`src/cri_defs.svh`:
```
`ifndef CRI_DEFS_SVH
`define CRI_DEFS_SVH
`define CRI_OP_RETI_MASK  16'hFFFE
`define CRI_OP_RETI_CODE  16'h0010
`define CRI_OP_RETS_MASK  16'hFFFE
`define CRI_OP_RETS_CODE  16'h0012
`define CRI_OP_RETL_MASK  16'hFF00
`define CRI_OP_RETL_CODE  16'h0C00
`define CRI_S_BIT         0
`define CRI_K_MSB         7
`define CRI_PC_RESET      21'h00_0000
`define CRI_BYTE_RESET    8'h00
`define CRI_BSR_RESET     4'h0
`define CRI_Q_LAST        2'h3
`define CRI_Q_FIRST       2'h0
`endif

```
`src/cri_pkg.sv`:
```
package cri_pkg;
    typedef enum logic [2:0] {
        CRI_IDLE  = 3'b001,
        CRI_EXEC  = 3'b010,
        CRI_FLUSH = 3'b100
    } cri_state_t;
    typedef enum logic [1:0] {
        CRI_OP_NONE = 2'b00,
        CRI_OP_RETI = 2'b01,
        CRI_OP_RETS = 2'b10,
        CRI_OP_RETL = 2'b11
    } cri_op_t;
endpackage : cri_pkg

```
`src/cri_decode.sv`:
```
`timescale 1ns/1ps
`include "cri_defs.svh"
module cri_decode (
    input  wire logic [15:0]      i_opcode,
    output cri_pkg::cri_op_t      o_op,
    output logic                  o_s,
    output logic [7:0]            o_literal
);
    always_comb begin
        o_s       = i_opcode[`CRI_S_BIT];
        o_literal = i_opcode[`CRI_K_MSB:0];
        if ((i_opcode & `CRI_OP_RETI_MASK) == `CRI_OP_RETI_CODE) begin
            o_op = cri_pkg::CRI_OP_RETI;
        end else if ((i_opcode & `CRI_OP_RETS_MASK) == `CRI_OP_RETS_CODE) begin
            o_op = cri_pkg::CRI_OP_RETS;
        end else if ((i_opcode & `CRI_OP_RETL_MASK) == `CRI_OP_RETL_CODE) begin
            o_op = cri_pkg::CRI_OP_RETL;
        end else begin
            o_op = cri_pkg::CRI_OP_NONE;
        end
    end
endmodule : cri_decode

```
`src/cri_return_unit.sv`:
```
`timescale 1ns/1ps
`include "cri_defs.svh"
module cri_return_unit (
    input  wire logic        i_clock,
    input  wire logic        i_reset_n,
    input  wire logic [1:0]  i_q_phase,
    input  wire logic        i_instr_valid,
    input  wire logic [15:0] i_opcode,
    input  wire logic [20:0] i_stack_top,
    input  wire logic [7:0]  i_shadow_working_reg,
    input  wire logic [7:0]  i_shadow_flags_reg,
    input  wire logic [3:0]  i_shadow_bank_select,
    input  wire logic        i_priority_mode,
    input  wire logic        i_high_prio_active,
    output logic [20:0]      o_pc,
    output logic             o_pc_load,
    output logic             o_stack_pop,
    output logic [7:0]       o_working_reg,
    output logic [7:0]       o_flags_reg,
    output logic [3:0]       o_bank_select_reg,
    output logic             o_regs_load,
    output logic             o_high_prio_irq_enable_set,
    output logic             o_low_prio_irq_enable_set,
    output logic             o_busy
);
    // ----------------------------------------
    // Decode
    // ----------------------------------------
    cri_pkg::cri_op_t   dec_op;
    logic               dec_s;
    logic [7:0]         dec_lit;
    cri_pkg::cri_state_t state_ff;
    cri_pkg::cri_op_t   op_ff;
    logic               s_ff;
    logic [7:0]         lit_ff;
    logic               q_last;
    logic               q_first;
    logic               accept;
    logic               fire;

    cri_decode u_decode (
        .i_opcode  (i_opcode),
        .o_op      (dec_op),
        .o_s       (dec_s),
        .o_literal (dec_lit)
    );

    assign q_last  = (i_q_phase == `CRI_Q_LAST);
    assign q_first = (i_q_phase == `CRI_Q_FIRST);
    assign accept  = (state_ff == cri_pkg::CRI_IDLE) && q_first && i_instr_valid
                     && (dec_op != cri_pkg::CRI_OP_NONE);
    assign fire    = (state_ff == cri_pkg::CRI_EXEC) && q_last;

    // ----------------------------------------
    // Sequencer: decode cycle then forced nop cycle
    // ----------------------------------------
    always_ff @(posedge i_clock or negedge i_reset_n) begin
        if (!i_reset_n) begin
            state_ff <= cri_pkg::CRI_IDLE;
        end else begin
            unique case (state_ff)
                cri_pkg::CRI_IDLE: begin
                    if (accept) begin
                        state_ff <= cri_pkg::CRI_EXEC;
                    end
                end
                cri_pkg::CRI_EXEC: begin
                    if (q_last) begin
                        state_ff <= cri_pkg::CRI_FLUSH;
                    end
                end
                cri_pkg::CRI_FLUSH: begin
                    if (q_last) begin
                        state_ff <= cri_pkg::CRI_IDLE;
                    end
                end
                default: begin
                    state_ff <= cri_pkg::CRI_IDLE;
                end
            endcase
        end
    end

    always_ff @(posedge i_clock or negedge i_reset_n) begin
        if (!i_reset_n) begin
            op_ff  <= cri_pkg::CRI_OP_NONE;
            s_ff   <= 1'b0;
            lit_ff <= `CRI_BYTE_RESET;
        end else if (accept) begin
            op_ff  <= dec_op;
            s_ff   <= dec_s;
            lit_ff <= dec_lit;
        end
    end

    always_ff @(posedge i_clock or negedge i_reset_n) begin
        if (!i_reset_n) begin
            o_busy <= 1'b0;
        end else begin
            o_busy <= (state_ff != cri_pkg::CRI_IDLE) || accept;
        end
    end

    // ----------------------------------------
    // Program counter and stack pop at Q4
    // ----------------------------------------
    always_ff @(posedge i_clock or negedge i_reset_n) begin
        if (!i_reset_n) begin
            o_pc        <= `CRI_PC_RESET;
            o_pc_load   <= 1'b0;
            o_stack_pop <= 1'b0;
        end else begin
            o_pc_load   <= fire;
            o_stack_pop <= fire;
            if (fire) begin
                o_pc <= i_stack_top;
            end
        end
    end

    // ----------------------------------------
    // Working, flags, bank select restore
    // ----------------------------------------
    always_ff @(posedge i_clock or negedge i_reset_n) begin
        if (!i_reset_n) begin
            o_working_reg     <= `CRI_BYTE_RESET;
            o_flags_reg       <= `CRI_BYTE_RESET;
            o_bank_select_reg <= `CRI_BSR_RESET;
            o_regs_load       <= 1'b0;
        end else begin
            o_regs_load <= 1'b0;
            if (fire && (op_ff == cri_pkg::CRI_OP_RETL)) begin
                o_working_reg <= lit_ff;
                o_regs_load   <= 1'b1;
            end else if (fire && s_ff) begin
                o_working_reg     <= i_shadow_working_reg;
                o_flags_reg       <= i_shadow_flags_reg;
                o_bank_select_reg <= i_shadow_bank_select;
                o_regs_load       <= 1'b1;
            end
        end
    end

    // ----------------------------------------
    // Interrupt enable re-arm
    // ----------------------------------------
    always_ff @(posedge i_clock or negedge i_reset_n) begin
        if (!i_reset_n) begin
            o_high_prio_irq_enable_set <= 1'b0;
            o_low_prio_irq_enable_set  <= 1'b0;
        end else begin
            o_high_prio_irq_enable_set <= fire && (op_ff == cri_pkg::CRI_OP_RETI)
                && (!i_priority_mode || i_high_prio_active);
            o_low_prio_irq_enable_set  <= fire && (op_ff == cri_pkg::CRI_OP_RETI)
                && (!i_priority_mode || !i_high_prio_active);
        end
    end
endmodule : cri_return_unit

```
`config.mk`:
```
export PLATFORM = sky130hd
export DESIGN_NAME = cri_return_unit
export DESIGN_NICKNAME = d
export VERILOG_FILES = /design/src/cri_pkg.sv /design/src/cri_decode.sv /design/src/cri_return_unit.sv
export VERILOG_INCLUDE_DIRS = /design/src
export SDC_FILE = /design/constraint.sdc
export NUM_CORES = 1
export LEC_CHECK = 0
export BUFFER_PORTS_ARGS = -buffer_cell sky130_fd_sc_hd__clkbuf_2
export CAP_MARGIN = 20
export CORE_ASPECT_RATIO = 1.75
export CORE_UTILIZATION = 49
export DETAILED_ROUTE_END_ITERATION = 8
export PLACE_DENSITY_LB_ADDON = 0.3
export SLEW_MARGIN = 10
export SYNTH_ARGS = -nofsm -noshare
export SYNTH_HDL_FRONTEND = slang
export SYNTH_SLANG_ARGS = --single-unit
```
`constraint.sdc`:
```
create_clock -name i_clock -period 2.4 [get_ports i_clock]
set_input_delay 0.48 -clock i_clock [delete_from_list [all_inputs] [get_ports i_clock]]
set_output_delay 0.48 -clock i_clock [all_outputs]
set_load 0.01 [all_outputs]
```
* Word-level counts from Yosys, hierarchy flattened *
Index checks and enable logic that the tools add are counted.

storage, ports and cells
  bits in registers = 60
  output and inout bits = 47
  word-level logic and storage cells = 57

operators by class
  equal/unequal tests = 13
  muxes and demuxes = 11
  bitwise logic cells = 1
  reductions and logical operators = 19

operators with widths
  cell                 count
  $eq 15x4->1 const B  2
  $mux 8               2
  $logic_and 1x1->1    9
  $mux 3               3
  $pmux 3 s3           1
  $eq 8x4->1 const B   1
  $mux 2               3
  $ne 2x2->1 const B   3
  $eq 2x2->1 const B   2
  $reduce_bool 2->1    2
  $eq 3x1->1 const B   1
  $eq 3x2->1 const B   1
  $eq 3x3->1 const B   1
  $logic_or 1x1->1     3
  $ne 3x1->1 const B   1
  $reduce_and 3->1     1
  $eq 2x1->1 const B   1
  $logic_not 1->1      2
  $logic_not 2->1      1
  $mux 1               2
  $reduce_and 2->1     1
  $not 1->1            1

* Depth between registers and ports, before layout *
  depth in word-level cells = 8
  depth in mapped cells = 5

* Hierarchy *
Synthesis repeated with hierarchy kept, for this count alone.

second synthesis, totals
  cell total of the unflattened synthesis = 179
  area total of the unflattened synthesis = 2623.8 um^2

by module, submodules not included
  module           instances  cells an instance  area an instance (um^2)
  cri_return_unit  1          159                2478.6
  cri_decode       1          20                 145.1

* Worst setup path before layout *
Ideal clock, no wire load.

  path type = input-to-reg
  start = in i_opcode[5]
  end = reg lit_ff[2]
  library setup time = 125 ps
  arrival = 1629 ps
  path slack = 646 ps
  stages = 5
  cells stage by stage = nor4_1 nand4b_1 a21oi_4 buf_8 mux2_4

on the way
  longest elaborated chain between the ends = 5

ends and longest elaborated chain
  what                          line                   RTL
  start: declaration            cri_return_unit.sv:8   input wire logic [15:0] i_opcode,
  $eq 15x4->1 (no source line)  -
  $mux 2                        cri_decode.sv:14       end else if ((i_opcode & `CRI_OP_RETS_MASK) == `CRI_OP_RETS_CODE) begin
  $mux 2 (*)                    cri_decode.sv:12       if ((i_opcode & `CRI_OP_RETI_MASK) == `CRI_OP_RETI_CODE) begin
  $reduce_bool 2->1 (*)         cri_return_unit.sv:51  && (dec_op != cri_pkg::CRI_OP_NONE);
  $logic_and 1x1->1 (*)         cri_return_unit.sv:51
  end signal: assignment        cri_return_unit.sv:88  lit_ff <= `CRI_BYTE_RESET;
  end signal: assignment        cri_return_unit.sv:92  lit_ff <= dec_lit;
  end: declaration              cri_return_unit.sv:35  logic [7:0] lit_ff;

Every way passes the cells marked *; elsewhere a longest branch is shown, timed or not.
A chain may end at the register's enable or synchronous reset.

* Worst setup path after layout *
  start = reg state_ff[0]
  end = reg lit_ff[0]

on the way
  longest elaborated chain between the ends = 4

ends and longest elaborated chain
  what                            line                   RTL
  start: declaration              cri_return_unit.sv:32  cri_pkg::cri_state_t state_ff;
  start signal: assignment        cri_return_unit.sv:59  state_ff <= cri_pkg::CRI_IDLE;
  start signal: assignment        cri_return_unit.sv:64  state_ff <= cri_pkg::CRI_EXEC;
  start signal: assignment        cri_return_unit.sv:69  state_ff <= cri_pkg::CRI_FLUSH;
  $eq 3x1->1                      cri_return_unit.sv:50  assign accept = (state_ff == cri_pkg::CRI_IDLE) && q_first && i_instr_valid
  $logic_and 1x1->1 (2 in a row)  cri_return_unit.sv:50
  $logic_and 1x1->1               cri_return_unit.sv:51

Every way passes these cells.

==> run_results.csv <==
group,metric,value,unit
outcome,run_status,"completed",
routing,routed_wire_length,4870,um
global_routing,via_count_of_the_first_global_routing_pass,1734,
cells_and_area,regMostFlops,"o_pc",
timing,post-route-period-util,78.2,%
critical_path,kind_of_start_point_of_the_critical_path,"flip-flop",
cells_and_area,final_nets,346,
yosys,syn-cell-area,0.00238,mm^2
cts,max-clock-path-buffers,2,
place,dp_hpwl,3760,um
critical_path,critical_path.startpoint,"state_ff[0]",
cells_and_area,drive_above_1_share,62.7,%
place,numPlacedInstances,323,
critical_path,crit_required,2.62,ns
die,row_count,33,
routing,detail_route.wirelength.met1,1850,um
critical_path,start_to_end_type_of_the_worst_setup_path,"reg2reg",
yosys,syn-mean-instance-area,14.6,um^2
job,cap_viol_max_count,0,
routing,dr.pass1.iters,6,
timing,max_slew_margin,58.6,%
routing,first_iter_violations,28,
routing,met2_wl,2660,um
routing,final_antenna_violating_net_count,0,
die,die_height,94.1,um
min_path,worst_hold_path_type,"in2async",
critical_path,worstReg2RegEnd,"lit_ff[0]",
timing,max_slew.worst_pin.slew,0.620,ns
routing,highest_layer,"met4",
routing,drt_drc_violations_left,0,
critical_path,worst-endpoint-arrival,2.09,ns
global_routing,grt_max_degree,33,
global_routing,overflow,0,
global_routing,grt_antenna_before_repair,0,
timing,timing.fmax,533,MHz
die,ioPinCount,111,
yosys,largest_cells_by_area_after_synthesis,"sky130_fd_sc_hd__dfrtp_1, sky130_fd_sc_hd__mux2_2, sky130_fd_sc_hd__mux2_4, sky130_fd_sc_hd__a21oi_1, sky130_fd_sc_hd__o22ai_1",
die,floorplan.die_area,0.00514,mm^2
cts,cts-hold-fix-buffers,0,
place,io_buffers,110,
yosys,ys.warnings.count,0,
cts,htree_num_levels,3,
die,core_area,0.00467,mm^2
cts,clk_transition_reported_paths,0.06,ns
timing,setup-violations-final,0,
timing,fin_worst_skew,0.00545,ns
yosys,netlist_instances,163,
global_routing,global_route_wire_length_before_repair,7800,um
timing,post-route-min-period,1.88,ns
routing,route.vias.total,1741,
die,die_width,54.7,um
cells_and_area,instances_no_fill,339,
cells_and_area,postLayoutCoreUtil,67.8,%
yosys,post_synth_num_cell_types,33,
die,initial_utilization,51.0,%
cts,post_cts.resized_instances,0,
critical_path,crit_path_end_kind,"flip-flop",
timing,final_slew_viol_count,0,
critical_path,r2r_slack,0.52,ns
cells_and_area,largest_register_ffs,21,
cts,ctsRootBufferMaster,"sky130_fd_sc_hd__clkbuf_8",
timing,finalHoldViolCount,0,
timing,grt_setup_unrepaired,"false",
place,routabilityCongestion,0.800,
cells_and_area,areaGrowthSynthToFinish,33.1,%
pwr,power.static_leakage,1.73,nW
pwr,fin_total_pwr,1.94,mW
timing,final.hold.worst_slack,0.153,ns
yosys,post_syn_nets,227,
cts,clock_sinks,59,
routing,route.detailed.vias_per_inst,5.14,
pwr,ir_worst_vdd,451,uV
yosys,synth-seq-cells,59,
yosys,post_synthesis_cell_type_with_the_largest_combined_area,"sky130_fd_sc_hd__dfrtp_1",
timing,setup-tns-final,0,ns
critical_path,r2r_start,"state_ff[0]",
critical_path,critPathMaxFanout,13,
global_routing,gr-usage-all-layers,21.8,%
cts,numCtsBuffers,9,
cells_and_area,antenna-diode-count,0,
pwr,power.density_cell_area,614,mW/mm^2
yosys,synth-seq-area-share,62.2,%
cts,clk_lat_worst_skew,0.33,ns
cts,post-cts-setup-buffer-count,0,
critical_path,rr_worst_depth,4,
cts,clock_tree_from_tritoncts,"built",
routing,drt-wirelength-per-cell,14.4,um
yosys,synth_largest_type_area_fraction,61.1,%
routing,routed_met3_length,318,um
layer usage:
metal	global-route usage, %	up-vias
met5	0	-
met1	23.9	830
met2	36.0	77
li1	-	830
met4	10.3	0
met3	7.28	4
worst max path at each step:
stage | to | slack (ns) | depth (start not counted)
floorplan | lit_ff[2] | 0.65 | 5
global placement | lit_ff[7] | 0.39 | 5
detailed placement | lit_ff[0] | 0.35 | 5
CTS | lit_ff[0] | 0.51 | 4
global route | lit_ff[0] | 0.42 | 4
finish | lit_ff[0] | 0.52 | 4
cells in the final DEF, fill, tap and decap left out, types with 2 or more instances in the layout:
master	n
sky130_fd_sc_hd__clkbuf_2	110
sky130_fd_sc_hd__dfrtp_1	58
sky130_fd_sc_hd__mux2_2	36
sky130_fd_sc_hd__a21oi_1	12
sky130_fd_sc_hd__clkbuf_8	11
sky130_fd_sc_hd__nor2_1	10
sky130_fd_sc_hd__o22ai_1	7
sky130_fd_sc_hd__mux2_4	5
sky130_fd_sc_hd__nand3b_1	3
sky130_fd_sc_hd__clkbuf_1	3
sky130_fd_sc_hd__buf_4	3
sky130_fd_sc_hd__nor4_1	2
sky130_fd_sc_hd__nand2_1	2
sky130_fd_sc_hd__o211ai_1	2
sky130_fd_sc_hd__clkinv_2	2
synth_stat cells (all sizes together):
master	number
a21o	1
a21oi	13
a2bb2oi	1
and3	1
buf	6
dfrtp	58
dfstp	1
inv	1
mux2	41
nand2	3
nand2b	2
nand3	2
nand3b	3
nand4b	1
nor2	10
nor3	2
nor3b	1
nor4	3
nor4b	1
o211ai	2
o22ai	7
o32a	1
or2	1
or2b	1
critical path, stage by stage, from the launching register on:
cell and delay (ns):
sky130_fd_sc_hd__dfstp_2 0.60, sky130_fd_sc_hd__nor3b_2 0.23, sky130_fd_sc_hd__nand3_2 0.14, sky130_fd_sc_hd__a21oi_4 0.40, sky130_fd_sc_hd__mux2_2 0.38
cell type report:
class	count	area, um^2
flip-flops and latches	59	1480
clock buffers	14	163
fillers	383	1500
well taps	52	65.1
multi-input cells	97	851
inverters	1	3.75
clock inverters	2	10.0
repair buffers	114	593
power by group:
| group | internal [mW] | switching, mW |
|---|---|---|
| clock | 0.428 | 0.347 |
| combinational | 0.0722 | 0.0658 |
| sequential | 1.02 | 0.0118 |
| total | 1.52 | 0.425 |
per-stage QoR:
stage	worst slack, ns	instance area (um^2)
after global routing	0.419	3160
after detailed placement	0.346	2990
after CTS	0.511	3160
final	0.523	3160
after global placement	0.385	2990
after floorplan	0.646	2380
logic make-up (layout without fill, tap and decap cells):
logic type             after synthesis  after routing  synth area share, %
AOI/OAI and AO/OA                   25             25                 6.89
buffers and inverters                7            131                 2.05
DFF                                 59             59                 62.2
and+or+nand+nor                     31             31                 8.68
muxes                               41             41                 20.2
(Power assumes the default switching activity.)
